`src/adc_trig_pkg.sv`:
```
// Package: register map, field positions and timing for converter control
// Function
// Special event trigger acts only with compare mode 1011 and converter powered.
// Accepted trigger sets go flag, starting conversion like a software write.
// Every special event trigger clears the timer one counter to zero.
// Converter off: trigger ignored, go flag unchanged, timer one still cleared.
// Software waits the acquisition interval after channel change before starting.
// Software powers converter first, sets go flag in a later write.
// Conversion start opens sampling switch, isolating hold capacitor throughout.
// Completion writes result, clears go flag in hardware, sets done flag.
package adc_trig_pkg;
    // ********************
    // Register offsets
    // ********************
    localparam logic [7:0] PORT_A_PINS_OFS      = 8'h05;
    localparam logic [7:0] CORE_INT_CTRL_OFS    = 8'h0B;
    localparam logic [7:0] PERIPH_FLAGS_OFS     = 8'h0C;
    localparam logic [7:0] CONV_RESULT_OFS      = 8'h1E;
    localparam logic [7:0] CONV_CTRL_MAIN_OFS   = 8'h1F;
    localparam logic [7:0] PORT_A_DIR_OFS       = 8'h85;
    localparam logic [7:0] PERIPH_ENABLES_OFS   = 8'h8C;
    localparam logic [7:0] CONV_PIN_CFG_OFS     = 8'h9F;
    localparam logic [7:0] COMPARE_CTRL_OFS     = 8'h17;
    localparam logic [7:0] TIMER_ONE_LO_OFS     = 8'h0E;
    localparam logic [7:0] TIMER_ONE_HI_OFS     = 8'h0F;
    // ********************
    // Reset values and masks
    // ********************
    localparam logic [7:0] CTRL_MAIN_RST        = 8'h00;
    localparam logic [7:0] CTRL_MAIN_MASK       = 8'hFD;
    localparam logic [7:0] PORT_A_DIR_RST       = 8'h3F;
    localparam logic [7:0] PORT_A_MASK          = 8'h3F;
    localparam logic [7:0] PIN_CFG_MASK         = 8'h07;
    localparam logic [7:0] FLAGS_MASK           = 8'h4F;
    localparam logic [7:0] COMPARE_MASK         = 8'h0F;
    // ********************
    // Field positions
    // ********************
    localparam int POWER_ON_BIT    = 0;
    localparam int GO_BIT          = 2;
    localparam int CHAN_LSB        = 3;
    localparam int CLKSEL_LSB      = 6;
    localparam int DONE_FLAG_BIT   = 6;
    localparam logic [3:0] SPECIAL_EVENT_MODE = 4'hB;
    // ********************
    // Timing
    // ********************
    localparam int CLK_MHZ          = 200;
    localparam int CONV_BITS        = 8;
    localparam int TAD_BASE_CYCLES  = 2;
endpackage : adc_trig_pkg

```
`src/sar_engine.sv`:
```
// Successive approximation sequencer with sampling switch control
`timescale 1ns/100ps
module sar_engine #(
    parameter int WIDTH = adc_trig_pkg::CONV_BITS
) (
    input  wire logic             core_clk,
    input  wire logic             rstn,
    input  wire logic             start,
    input  wire logic [1:0]       clk_sel,
    input  wire logic             comp_in,
    output logic                  sample_open,
    output logic [WIDTH-1:0]      dac_code,
    output logic                  done,
    output logic [WIDTH-1:0]      result
);
    typedef enum logic [1:0] {
        IDLE = 2'b01,
        CONV = 2'b10
    } sar_state_e;

    sar_state_e          state_r, state_nxt;
    logic [WIDTH-1:0]    code_r, code_nxt;
    logic [WIDTH-1:0]    bit_r, bit_nxt;
    logic [WIDTH-1:0]    res_r, res_nxt;
    logic [7:0]          tad_r, tad_nxt;
    logic                done_r, done_nxt;
    logic [7:0]          tad_len;

    // Bit period grows with clock select, 2,4,8,16 cycles
    assign tad_len = 8'(adc_trig_pkg::TAD_BASE_CYCLES << clk_sel);

    always_comb begin
        state_nxt = state_r;
        code_nxt  = code_r;
        bit_nxt   = bit_r;
        res_nxt   = res_r;
        tad_nxt   = tad_r;
        done_nxt  = 1'b0;
        unique case (state_r)
            IDLE: begin
                if (start) begin
                    state_nxt = CONV;
                    bit_nxt   = {1'b1, {(WIDTH-1){1'b0}}};
                    code_nxt  = {1'b1, {(WIDTH-1){1'b0}}};
                    tad_nxt   = tad_len - 8'h01;
                end
            end
            CONV: begin
                if (tad_r != 8'h00) begin
                    tad_nxt = tad_r - 8'h01;
                end else begin
                    tad_nxt = tad_len - 8'h01;
                    if (!comp_in) begin
                        code_nxt = code_r & ~bit_r;
                    end
                    if (bit_r[0]) begin
                        state_nxt = IDLE;
                        res_nxt   = comp_in ? code_r : (code_r & ~bit_r);
                        done_nxt  = 1'b1;
                    end else begin
                        bit_nxt  = bit_r >> 1;
                        code_nxt = (comp_in ? code_r : (code_r & ~bit_r))
                                 | (bit_r >> 1);
                    end
                end
            end
        endcase
    end

    always_ff @(posedge core_clk or negedge rstn) begin
        if (!rstn) begin
            state_r <= IDLE;
            code_r  <= '0;
            bit_r   <= '0;
            res_r   <= '0;
            tad_r   <= 8'h00;
            done_r  <= 1'b0;
        end else begin
            state_r <= state_nxt;
            code_r  <= code_nxt;
            bit_r   <= bit_nxt;
            res_r   <= res_nxt;
            tad_r   <= tad_nxt;
            done_r  <= done_nxt;
        end
    end

    assign sample_open = (state_r == CONV);
    assign dac_code    = code_r;
    assign done        = done_r;
    assign result      = res_r;
endmodule : sar_engine

```
`src/adc_conversion_trigger_control.sv`:
```
// Converter control: registers, trigger acceptance, timer one clearing
`timescale 1ns/100ps
module adc_conversion_trigger_control #(
    parameter int WIDTH = adc_trig_pkg::CONV_BITS
) (
    input  wire logic             core_clk,
    input  wire logic             rstn,
    input  wire logic [7:0]       reg_addr,
    input  wire logic [7:0]       reg_wdata,
    input  wire logic             reg_wr,
    input  wire logic             reg_rd,
    output logic [7:0]            reg_rdata,
    input  wire logic             special_event,
    input  wire logic             comp_in,
    output logic [WIDTH-1:0]      dac_code,
    output logic [2:0]            channel_select,
    output logic                  converter_power_on,
    output logic                  sample_open,
    output logic [15:0]           timer_one
);
    // ********************
    // Register state
    // ********************
    logic [7:0]  ctrl_r, ctrl_nxt;
    logic [7:0]  pincfg_r, pincfg_nxt;
    logic [7:0]  cmp_r, cmp_nxt;
    logic [7:0]  flags_r, flags_nxt;
    logic [7:0]  en_r, en_nxt;
    logic [7:0]  intc_r, intc_nxt;
    logic [7:0]  pa_r, pa_nxt;
    logic [7:0]  dir_r, dir_nxt;
    logic [15:0] tmr_r, tmr_nxt;
    logic [7:0]  rdata_r, rdata_nxt;
    logic        trig_ok;
    logic        start_conv;
    logic        eng_done;
    logic [WIDTH-1:0] eng_result;
    logic        go_wr_set;

    function automatic logic hit(input logic [7:0] a, input logic [7:0] o);
        hit = (a == o);
    endfunction : hit

    // ********************
    // Trigger acceptance
    // ********************
    assign trig_ok = special_event
                   && (cmp_r[3:0] == adc_trig_pkg::SPECIAL_EVENT_MODE)
                   && ctrl_r[adc_trig_pkg::POWER_ON_BIT];
    // Software start only when converter already powered
    assign go_wr_set = reg_wr
                     && hit(reg_addr, adc_trig_pkg::CONV_CTRL_MAIN_OFS)
                     && reg_wdata[adc_trig_pkg::GO_BIT]
                     && ctrl_r[adc_trig_pkg::POWER_ON_BIT]
                     && !ctrl_r[adc_trig_pkg::GO_BIT];
    assign start_conv = go_wr_set
                      || (trig_ok && !ctrl_r[adc_trig_pkg::GO_BIT]);

    // ********************
    // Control and flag registers
    // ********************
    always_comb begin
        ctrl_nxt  = ctrl_r;
        flags_nxt = flags_r;
        if (reg_wr && hit(reg_addr, adc_trig_pkg::CONV_CTRL_MAIN_OFS)) begin
            ctrl_nxt = reg_wdata & adc_trig_pkg::CTRL_MAIN_MASK;
            // Go bit is only set through a valid start
            ctrl_nxt[adc_trig_pkg::GO_BIT] =
                ctrl_r[adc_trig_pkg::GO_BIT]
                & reg_wdata[adc_trig_pkg::GO_BIT];
        end
        if (reg_wr && hit(reg_addr, adc_trig_pkg::PERIPH_FLAGS_OFS)) begin
            flags_nxt = reg_wdata & adc_trig_pkg::FLAGS_MASK;
        end
        if (start_conv) begin
            ctrl_nxt[adc_trig_pkg::GO_BIT] = 1'b1;
        end
        if (eng_done) begin
            ctrl_nxt[adc_trig_pkg::GO_BIT] = 1'b0;
            // Completion wins over a same-cycle software clear
            flags_nxt[adc_trig_pkg::DONE_FLAG_BIT] = 1'b1;
        end
    end

    always_ff @(posedge core_clk or negedge rstn) begin
        if (!rstn) begin
            ctrl_r  <= adc_trig_pkg::CTRL_MAIN_RST;
            flags_r <= 8'h00;
        end else begin
            ctrl_r  <= ctrl_nxt;
            flags_r <= flags_nxt;
        end
    end

    // ********************
    // Configuration registers
    // ********************
    // Plain storage, except compare control, whose mode bits gate trigger acceptance
    always_comb begin
        pincfg_nxt = pincfg_r;
        cmp_nxt    = cmp_r;
        en_nxt     = en_r;
        intc_nxt   = intc_r;
        pa_nxt     = pa_r;
        dir_nxt    = dir_r;
        if (reg_wr) begin
            unique case (reg_addr)
                adc_trig_pkg::CONV_PIN_CFG_OFS:
                    pincfg_nxt = reg_wdata & adc_trig_pkg::PIN_CFG_MASK;
                adc_trig_pkg::COMPARE_CTRL_OFS:
                    cmp_nxt = reg_wdata & adc_trig_pkg::COMPARE_MASK;
                adc_trig_pkg::PERIPH_ENABLES_OFS:
                    en_nxt = reg_wdata & adc_trig_pkg::FLAGS_MASK;
                adc_trig_pkg::CORE_INT_CTRL_OFS:
                    intc_nxt = reg_wdata;
                adc_trig_pkg::PORT_A_PINS_OFS:
                    pa_nxt = reg_wdata & adc_trig_pkg::PORT_A_MASK;
                adc_trig_pkg::PORT_A_DIR_OFS:
                    dir_nxt = reg_wdata & adc_trig_pkg::PORT_A_MASK;
                default: begin
                end
            endcase
        end
    end

    always_ff @(posedge core_clk or negedge rstn) begin
        if (!rstn) begin
            pincfg_r <= 8'h00;
            cmp_r    <= 8'h00;
            en_r     <= 8'h00;
            intc_r   <= 8'h00;
            pa_r     <= 8'h00;
            dir_r    <= adc_trig_pkg::PORT_A_DIR_RST;
        end else begin
            pincfg_r <= pincfg_nxt;
            cmp_r    <= cmp_nxt;
            en_r     <= en_nxt;
            intc_r   <= intc_nxt;
            pa_r     <= pa_nxt;
            dir_r    <= dir_nxt;
        end
    end

    // ********************
    // Timer one
    // ********************
    always_comb begin
        tmr_nxt = tmr_r + 16'h0001;
        if (reg_wr && hit(reg_addr, adc_trig_pkg::TIMER_ONE_LO_OFS)) begin
            tmr_nxt = {tmr_r[15:8], reg_wdata};
        end
        if (reg_wr && hit(reg_addr, adc_trig_pkg::TIMER_ONE_HI_OFS)) begin
            tmr_nxt = {reg_wdata, tmr_r[7:0]};
        end
        // Trigger clear beats a same-cycle timer write
        if (special_event) begin
            tmr_nxt = 16'h0000;
        end
    end

    always_ff @(posedge core_clk or negedge rstn) begin
        if (!rstn) begin
            tmr_r <= 16'h0000;
        end else begin
            tmr_r <= tmr_nxt;
        end
    end

    // ********************
    // Read path
    // ********************
    // Registered so that data stands exactly one cycle after the strobe
    always_comb begin
        rdata_nxt = 8'h00;
        if (reg_rd) begin
            unique case (reg_addr)
                adc_trig_pkg::CONV_CTRL_MAIN_OFS: rdata_nxt = ctrl_r;
                adc_trig_pkg::CONV_PIN_CFG_OFS:   rdata_nxt = pincfg_r;
                adc_trig_pkg::COMPARE_CTRL_OFS:   rdata_nxt = cmp_r;
                adc_trig_pkg::PERIPH_FLAGS_OFS:   rdata_nxt = flags_r;
                adc_trig_pkg::PERIPH_ENABLES_OFS: rdata_nxt = en_r;
                adc_trig_pkg::CORE_INT_CTRL_OFS:  rdata_nxt = intc_r;
                adc_trig_pkg::PORT_A_PINS_OFS:    rdata_nxt = pa_r;
                adc_trig_pkg::PORT_A_DIR_OFS:     rdata_nxt = dir_r;
                adc_trig_pkg::CONV_RESULT_OFS:    rdata_nxt = 8'(eng_result);
                adc_trig_pkg::TIMER_ONE_LO_OFS:   rdata_nxt = tmr_r[7:0];
                adc_trig_pkg::TIMER_ONE_HI_OFS:   rdata_nxt = tmr_r[15:8];
                default:                          rdata_nxt = 8'h00;
            endcase
        end
    end

    always_ff @(posedge core_clk or negedge rstn) begin
        if (!rstn) begin
            rdata_r <= 8'h00;
        end else begin
            rdata_r <= rdata_nxt;
        end
    end

    // ********************
    // Conversion engine
    // ********************
    sar_engine #(
        .WIDTH       (WIDTH)
    ) u_sar (
        .core_clk    (core_clk),
        .rstn        (rstn),
        .start       (start_conv),
        .clk_sel     (ctrl_r[adc_trig_pkg::CLKSEL_LSB +: 2]),
        .comp_in     (comp_in),
        .sample_open (sample_open),
        .dac_code    (dac_code),
        .done        (eng_done),
        .result      (eng_result)
    );

    // ********************
    // Outputs
    // ********************
    assign reg_rdata          = rdata_r;
    assign channel_select     = ctrl_r[adc_trig_pkg::CHAN_LSB +: 3];
    assign converter_power_on = ctrl_r[adc_trig_pkg::POWER_ON_BIT];
    assign timer_one          = tmr_r;
endmodule : adc_conversion_trigger_control

```
`config.mk`:
```
export PLATFORM = sky130hd
export DESIGN_NAME = adc_conversion_trigger_control
export DESIGN_NICKNAME = d
export VERILOG_FILES = /design/src/adc_trig_pkg.sv /design/src/sar_engine.sv /design/src/adc_conversion_trigger_control.sv
export SDC_FILE = /design/constraint.sdc
export NUM_CORES = 1
export LEC_CHECK = 0
export ABC_AREA = 1
export BUFFER_PORTS_ARGS = -buffer_cell sky130_fd_sc_hd__buf_2
export CAP_MARGIN = 20
export CORE_UTILIZATION = 49
export DETAILED_ROUTE_END_ITERATION = 10
export GPL_ROUTABILITY_DRIVEN = 0
export PLACE_DENSITY = 0.71
export SYNTH_ARGS = -nofsm -noshare
export SYNTH_HDL_FRONTEND = slang
export SYNTH_HIERARCHICAL = 1
export SYNTH_SLANG_ARGS = --single-unit
```
`constraint.sdc`:
```
create_clock -name core_clk -period 2 [get_ports core_clk]
set_input_delay 0.2 -clock core_clk [delete_from_list [all_inputs] [get_ports core_clk]]
set_output_delay 0.2 -clock core_clk [all_outputs]
set_load 0.05 [all_outputs]
```
== Word-level counts from Yosys, hierarchy flattened ==
Index checks and enable logic that the tools add are counted.

* Flip-flop bits (word level): 103
* Logic and storage cells: 102
* Bits in latches: 0
* Memories kept: 0
* Output and inout bits: 37
* ROM bits: 0
* RAM bits: 0

* Multiplexer cells: 28
* Add/sub/neg operators: 3
* Multipliers: 0
* Eq/ne operators: 20
* Magnitude comparators: 0
* Div/mod/pow operators: 0
* Bitwise logic cells: 5
* Reduce and logical (&&, ||, !) cells: 25
* Shift-type cells: 1

{| class="wikitable"
|+ Operators with widths
! operator !! number
|-
| one-hot mux 8 bit (11 select lines) || 1
|-
| two-way mux 8 bit || 9
|-
| two-way mux 16 bit || 3
|-
| one-hot mux 8 bit (2 select lines) || 3
|-
| == test 8 x 4 -> 1 bit, second input constant || 4
|-
| == test 8 x 5 -> 1 bit, second input constant || 3
|-
| == test 8 bit, second input constant || 3
|-
| adder 16 x 1 -> 16 bit, second input constant || 1
|-
| subtractor 8 x 1 -> 8 bit, second input constant || 2
|-
| AND reduction 2 bit || 7
|-
| logical AND 1 bit || 10
|-
| AND reduction 3 bit || 3
|-
| AND 8 bit || 1
|-
| == test 8 x 3 -> 1 bit, second input constant || 1
|-
| inequality test 2 bit, second input constant || 4
|-
| NOT 8 bit || 1
|-
| OR 8 x 7 -> 8 bit || 1
|-
| nonzero test 8 bit || 1
|-
| << shifter 2 x 2 -> 8 bit, first input constant || 1
|-
| two-way mux 7 bit || 1
|-
| two-way mux 1 bit || 6
|-
| two-way mux 2 bit || 3
|-
| == test 4 bit, second input constant || 1
|-
| one-hot mux 2 bit (2 select lines) || 1
|-
| 11 further kinds || 11
|}

== Depth between registers and ports, before layout ==
Gate-level depths: netlist (run 1).

* Depth in word-level cells: 8
* Depth in mapped cells: 16

== Hierarchy ==
Netlist (run 1), hierarchy kept.

{| class="wikitable"
|+ By module, submodules not included
! module !! instances !! cells an instance !! sequential area each (µm²) !! area an instance (µm²)
|-
| adc_conversion_trigger_control || 1 || 530 || 1709.1 || 3960.0
|-
| sar_engine || 1 || 201 || 877.1 || 1732.9
|}

== Least setup slack after synthesis (run 1) ==
OpenSTA, ideal clock, no wires.

* Path kind: register to register
* Start: register tmr_r[0] (netlist: timer_one[0])
* End: register tmr_r[10] (netlist: timer_one[10])
* Required time: 1882 ps
* Buffers on the path: 0
* Stages on the path, launching flop included: 11
* Period minus slack after synthesis: 1913 ps
* Slack: 87 ps
* Setup time: 118 ps
* Arrival time: 1794 ps
* Cells stage by stage: dfrtp_1 ha_1 nand2_1 nor2_1 nand2_1 nor2_1 nand2_1 nand3_1 nand2_1 nand2_1 nand2_1

* Longest elaborated chain between the ends: 4

{| class="wikitable"
|+ Ends and longest elaborated chain
! what !! RTL line !! text
|-
| from (decl) || adc_conversion_trigger_control.sv:32 || <nowiki>logic [15:0] tmr_r, tmr_nxt;</nowiki>
|-
| from (signal assigned) || adc_conversion_trigger_control.sv:165 || <nowiki>tmr_r <= tmr_nxt;</nowiki>
|-
| adder 16 x 1 -> 16 bit || adc_conversion_trigger_control.sv:148 || <nowiki>tmr_nxt = tmr_r + 16'h0001;</nowiki>
|-
| two-way mux 16 bit || adc_conversion_trigger_control.sv:149 || <nowiki>if (reg_wr && hit(reg_addr, adc_trig_pkg::TIMER_ONE_LO_OFS)) begin</nowiki>
|-
| two-way mux 16 bit || adc_conversion_trigger_control.sv:152 || <nowiki>if (reg_wr && hit(reg_addr, adc_trig_pkg::TIMER_ONE_HI_OFS)) begin</nowiki>
|-
| two-way mux 16 bit || adc_conversion_trigger_control.sv:156 || <nowiki>if (special_event) begin</nowiki>
|}

No other way between the ends. The select of a mux whose other input is x is not followed.
A chain may end at the register's enable or synchronous reset.

== Final worst setup path (run 1) ==
* Start: register u_sar.tad_r[0]
* End: register u_sar.bit_r[6]

* Longest elaborated chain between the ends: 3

{| class="wikitable"
|+ Ends and longest elaborated chain
! what !! RTL line !! text
|-
| from (decl) || sar_engine.sv:25 || <nowiki>logic [7:0] tad_r, tad_nxt;</nowiki>
|-
| from (signal assigned) || sar_engine.sv:83 || <nowiki>tad_r <= tad_nxt;</nowiki>
|-
| nonzero test 8 bit || sar_engine.sv:49 || <nowiki>if (tad_r != 8'h00) begin</nowiki>
|-
| inequality test 2 bit (no line) || - ||
|-
| AND reduction 3 bit (no line) || - ||
|-
| to (signal assigned) || sar_engine.sv:81 || <nowiki>bit_r <= bit_nxt;</nowiki>
|-
| to (decl) || sar_engine.sv:23 || <nowiki>logic [WIDTH-1:0] bit_r, bit_nxt;</nowiki>
|}

No other way between the ends.

==> impl_metrics.ini, run 1 <==
[job]
maxCapViolCount = 0

[layout]
mostFrequentLayoutCell = nand2_1
final_cell_mix = 251 x nand2_1, 96 x dfrtp_1, 88 x nand3_1
area_growth_pct = 13.25
layout-drive-gt1-share_pct = 18.93
layout.nets = 824
diodes = 0
design_area_sq_um = 6447

[global_routing]
grt_pass1_wl_mm = 23.99
grt_util_all_layers_pct = 26.36
grt_max_degree = 61
grt_overflow = 0
grt_pass1_vias = 4887
antenna_found_initial = 0

[floorplan]
die_x_um = 109.8
die_h_um = 109.8
rows = 38
dieArea_sq_um = 12050
pin_count = 59
start_util_pct = 51.39
core_sq_um = 11080

[power]
p_leak_nw = 3.356
ir_drop_uv = 705.3
pwr_density_cell_nw_per_um2 = 844.1
total_power_mw = 5.442

[placement]
place_area_sq_um = 6158
dp_hpwl_mm = 11.01
port_buffers = 58
place_ws_ns = 0.1633

[cts]
cts_made_buffers = 9
cts_root_buffer = clkbuf_16
clk_latency_ns = 0.36
clk_path_buf_depth = 2
cts_sinks = 103
cts_tree = yes
cts_resized = 0
clkSlewWorstSetupHoldPaths_ns = 0.07
htreeDepth = 3

[sta]
rsz0062_at_grt = false
fin_ws_ns = 0.1784
relSlewSlack_pct = 63.68
whs_ns = 0.1008
final_hold_viol_count = 0
worst_slew_pin_slew_ns = 0.5434
skew_ns = 0.006955
post-route-period-util_pct = 91.08
setup-tns-final_ns = 0
final_max_slew_viol_count = 0
setup_violations = 0
min_period_ns = 1.822
max_freq_mhz = 549.0

[run_status]
status = completed

[drt]
wl_met1_mm = 6.497
num_vias = 5138
wirelength_mm = 14.84
wl_per_cell_um = 15.73
top_layer = met4
drtIter0Drc = 425
drc = 0
via_per_inst = 5.449
first_pass_iters = 5
met2WireLength_mm = 7.170
ant_nets = 0
wl_met3_um = 940

[worst_hold_path]
hold_path_depth = 3
min_path_type = in2reg
min_from = reg_rd
holdPathEnd = reg_rdata[3]$_DFF_PN0_

[worst_setup_path]
reg2reg_to = u_sar/bit_r[6]$_DFFE_PN0P_
r2r_slack_ns = 0.18
critPathSlowestCell = dfrtp_1
path_class = reg2reg
cp.buffers_inverters = 3
worstSetupStartpointType = flop
end_kind = flop
cp.arrival_ns = 2.07
reg2reg_from = u_sar/tad_r[0]$_DFFE_PN0P_
crit_path_max_incr_delay_ns = 0.41
cp_data_required_time_ns = 2.25
cp_max_fo = 13
cp_top_family = simple AND/OR/NAND/NOR gates
crit_chain = inv_1 -> ha_1 -> inv_1 -> nor3_4 -> nand2_4 -> nand2_8 -> nand2_4 -> inv_4 -> nand2_2 -> nand2_1 -> o31ai_2
rr_worst_depth = 11

[synthesis]
synth.avg_cell_area_sq_um = 7.788
netlist_area_sq_um = 5693
syn-num-nets = 757
ys.flop_type = dfrtp_1
ys_types = 47
synth-edff-count = 0
ys_ff_latch = 103
async_flop_share_pct = 100.0
ys_seq_area_share_pct = 45.43
yosys_warnings = 6
synthCells = 731
==> worst min-delay path, delay by kind of cell <==
family / cells / cell delay (ns)
simple gates: 1 / 0.06
buf+inv: 2 / 0.17
==> power breakdown <==
part	switching, mW	total [mW]	internal, mW
sequential	0.240	2.62	2.38
combinational	0.759	1.14	0.381
clock	0.822	1.68	0.857
total	1.82	5.44	3.62
==> Yosys cell counts, types with 2 or more instances <==
cell / instances / area, sq um
a21boi_0: 2 / 15.01
nor2_4: 9 / 101.4
o21a_1: 14 / 105.1
o21ai_0: 36 / 180.2
buf_2: 6 / 30.03
dfrtp_1: 96 / 2402
dfstp_2: 7 / 183.9
and2_1: 3 / 18.77
nand2_1: 251 / 942.2
nand4_1: 5 / 31.28
inv_1: 56 / 210.2
nor2_1: 42 / 157.7
nor2_2: 5 / 31.28
nand2_2: 7 / 43.79
a21oi_1: 19 / 95.09
buf_6: 4 / 45.04
nand3_1: 88 / 440.4
nor2_8: 3 / 60.06
xor2_1: 7 / 61.31
nand2_4: 3 / 33.78
o21ai_1: 6 / 30.03
clkbuf_1: 2 / 7.510
buf_4: 7 / 52.55
nor3_1: 3 / 15.01
nand3b_1: 2 / 15.01
o31ai_2: 2 / 25.02
o211ai_1: 5 / 37.54
o21ai_2: 6 / 52.55
o21bai_1: 3 / 22.52
ha_1: 4 / 50.05
inv_2: 12 / 45.04
==> state kept, by name, summed over array words and instances, names as in the netlist, 5 cells and up <==
register        cells
en_r                5
ctrl_r              7
reg_rdata           8
u_sar/bit_r         8
u_sar/dac_code      8
flags_r             5
u_sar/tad_r         8
u_sar/result        8
intc_r              8
timer_one          16
dir_r               6
pa_r                6
==> through the flow <==
| stage | util, % | std cells |
|---|---|---|
| floorplan | - | 731 |
| global placement | 55.59 | 926 |
| detailed placement | 55.59 | 926 |
| CTS | 58.20 | 943 |
| global route | 58.20 | 943 |
| finish | 58.20 | 943 |
==> worst max-delay path by stage <==
stage | startpoint | depth (start not counted) | slack, ns | endpoint
5_1_grt | u_sar/tad_r[0]$_DFFE_PN0P_ | 11 | 0.07 | u_sar/bit_r[7]$_DFFE_PN0P_
4_1_cts | u_sar/tad_r[0]$_DFFE_PN0P_ | 11 | 0.21 | u_sar/bit_r[6]$_DFFE_PN0P_
3_3_place_gp | reg_addr[7] | 17 | 0.20 | u_sar/bit_r[6]$_DFFE_PN0P_
2_1_floorplan | timer_one[0]$_DFFE_PN0P_ | 10 | 0.09 | timer_one[10]$_DFFE_PN0P_
3_5_place_dp | reg_addr[7] | 17 | 0.16 | u_sar/bit_r[6]$_DFFE_PN0P_
6_report | u_sar/tad_r[0]$_DFFE_PN0P_ | 11 | 0.18 | u_sar/bit_r[6]$_DFFE_PN0P_
==> cell type report <==
type                    instances  area [sq um]
fillers                      1020          4631
multi-input cells             539          2706
flip-flops and latches        103          2586
repair buffers                 75         435.4
inverters                      70         265.3
clock buffers                   9         225.2
well taps                     140         175.2
clock inverters                 7         53.80
==> cell families after synthesis <==
group	count (synthesis)	share of synthesized area, %
simple gates	428	34.73
fa+ha+maj	4	0.8792
flops	103	45.43
compound gates	99	10.66
mux	1	0.1978
xor+xnor	7	1.077
buf+inv	89	7.033
==> per-layer routing <==
metal  track usage, %  vias up
met4            8.000        0
met2            44.11      191
met5                0        -
li1                 -     2498
met1            34.22     2426
met3            5.513       23
==> repair_timing <==
action	4_1_cts	5_1_grt
hold endpoints to repair	64	0
hold buffers	1	0
buffers inserted	0	0
Power figures use the tool's default switching activity.
==> run 2: changes to the inputs <==
==> constraint.sdc (replaced) <==
create_clock -name core_clk -period 2 [get_ports core_clk]
set_input_delay 0.1 -clock core_clk [delete_from_list [all_inputs] [get_ports core_clk]]
set_output_delay 0.1 -clock core_clk [all_outputs]
set_load 0.02 [all_outputs]
==> impl_metrics.ini, run 2 (synthesis gave the netlist of run 1 again) <==
[run_status]
status = completed

[power]
total_power_mw = 5.609
p_comb_share_pct = 19.0
switching_power_mw = 1.727
p_int_mw = 3.882
clkPwrFrac_pct = 34.5
pwr_density_cell_nw_per_um2 = 860.9
switching_share_pct = 30.79
seq_power_share_pct = 46.5
p_leak_nw = 3.390
ir_drop_uv = 676.6

[worst_hold_path]
min_path_type = in2reg
holdPathEnd = ctrl_r[7]$_DFFE_PN0P_
min_from = reg_wdata[7]
hold_path_depth = 3

[global_routing]
grt_util_all_layers_pct = 26.62
antenna_found_initial = 0
grt_pass1_vias = 4919
grt_pass1_wl_mm = 24.19
use_met3_pct = 6.876
met1_usage_pct = 34.01
gr-usage-met2_pct = 43.71
grt_overflow = 0
busiest_layer = met2
grt_max_degree = 51

[worst_setup_path]
crit_chain = inv_1 -> ha_1 -> inv_1 -> nor3_4 -> nand2_4 -> nand2_8 -> nand2_4 -> inv_4 -> nand2_2 -> nand2_1 -> o31ai_2
cp.arrival_ns = 2.03
end_kind = flop
critPathSlowestCell = dfrtp_1
reg2reg_to = u_sar/bit_r[6]$_DFFE_PN0P_
worstSetupStartpointType = flop
cp_max_fo = 13
rr_worst_depth = 11
reg2reg_from = u_sar/tad_r[0]$_DFFE_PN0P_
cp_data_required_time_ns = 2.25
crit_path_max_incr_delay_ns = 0.42
r2r_slack_ns = 0.22
path_class = reg2reg

[sta]
setup-tns-final_ns = 0
final_max_slew_viol_count = 0
setup_violations = 0
rsz0062_at_grt = false
post-route-period-util_pct = 88.84
max_freq_mhz = 562.8
skew_ns = 0.01198
worst_slew_pin_slew_ns = 0.5070
min_period_ns = 1.777
final_hold_viol_count = 0
relSlewSlack_pct = 66.12

[job]
maxCapViolCount = 0

[layout]
largest_reg_flops = 16
area_growth_pct = 14.44
final_cell_mix = 251 x nand2_1, 96 x dfrtp_1, 88 x nand3_1
mostFrequentLayoutCell = nand2_1
fill_cells = 1010
layout-drive-gt1-share_pct = 18.76
layout.nets = 826
diodes = 0

[floorplan]
die_h_um = 109.8
dieArea_sq_um = 12050
pin_count = 59
core_sq_um = 11080
die_x_um = 109.8
start_util_pct = 51.39
rows = 38

[drt]
drtIter0Drc = 400
via_per_inst = 5.449
num_vias = 5149
drc = 0
wl_per_cell_um = 15.61
ant_nets = 0
first_pass_iters = 5
wirelength_mm = 14.75

[cts]
cts_hold_buf = 3
cts_made_buffers = 9
htreeDepth = 3
cts_resized = 0
cts_sinks = 103
cts_root_buffer = clkbuf_16
clk_latency_ns = 0.36
cts_setup_buffers = 0
clk_path_buf_depth = 2
cts_tree = yes
clkSlewWorstSetupHoldPaths_ns = 0.08

[placement]
port_buffers = 58
dp_hpwl_mm = 11.02
==> run 2: changes by cell type in the layout (fill, tap and decap cells not counted), sizes merged <==
cell / delta
clkinv: -1
bufinv: +2
clkinvlp: -2
dlygate4sd3: +2
clkbuf: +1
==> run 2: how the worst max path moves through the flow <==
stage          slack, ns  cells past startpoint                          to                        from
2_1_floorplan       0.35                     10   timer_one[10]$_DFFE_PN0P_    timer_one[0]$_DFFE_PN0P_
3_3_place_gp        0.29                     16  u_sar/tad_r[1]$_DFFE_PN0P_                 reg_addr[7]
3_5_place_dp        0.26                     17  u_sar/bit_r[6]$_DFFE_PN0P_                 reg_addr[7]
4_1_cts             0.24                     11  u_sar/bit_r[6]$_DFFE_PN0P_  u_sar/tad_r[0]$_DFFE_PN0P_
5_1_grt             0.09                     11  u_sar/bit_r[6]$_DFFE_PN0P_  u_sar/tad_r[0]$_DFFE_PN0P_
6_report            0.22                     11  u_sar/bit_r[6]$_DFFE_PN0P_  u_sar/tad_r[0]$_DFFE_PN0P_
==> run 2: power by group through the flow <==
stage	registers, mW	logic, mW	clock network (mW)
floorplan	2.64	0.734	0
global placement	2.64	1.01	0
detailed placement	2.64	1.06	0
CTS	2.61	1.07	1.97
global route	2.65	1.21	2.05
finish	2.61	1.06	1.93
==> run 2: final cells by class <==
type	instances	area, sq um	share of cell area (%)
Sequential cell	103	2586	39.70
Inverter	70	265.3	4.071
Multi-Input combinational cell	539	2706	41.54
Clock inverter	6	97.59	1.498
Tap cell	140	175.2	2.689
Timing Repair Buffer	77	455.4	6.991
Clock buffer	10	229.0	3.515
==> run 2: layer usage <==
layer / vias up / part of all wire [%]
met5: - / 0
met4: 0 / 1.8
met3: 25 / 7.4
met2: 210 / 49
met1: 2409 / 42
li1: 2505 / -
==> run 2: critical path, delay by kind of cell (launching register included) <==
kind	cells	cell delay (ns)
simple gates	6	0.72
compound gates	1	0.06
fa+ha+maj	1	0.16
flops	1	0.42
buf+inv	3	0.31
==> run 2: metrics by stage <==
stage          util [%]  setup slack (ns)  instances  hold WS (ns)  area [sq um]
3_5_place_dp      55.59            0.2559        926       0.07242          6158
6_report          58.81            0.2232        945      0.008224          6515
4_1_cts           58.81            0.2387        945     0.0009644          6515
5_1_grt           58.81           0.08892        945       0.01657          6515
2_1_floorplan         -            0.3485        731       -0.1956          5693
3_3_place_gp      55.59            0.2906        926       0.06877          6158
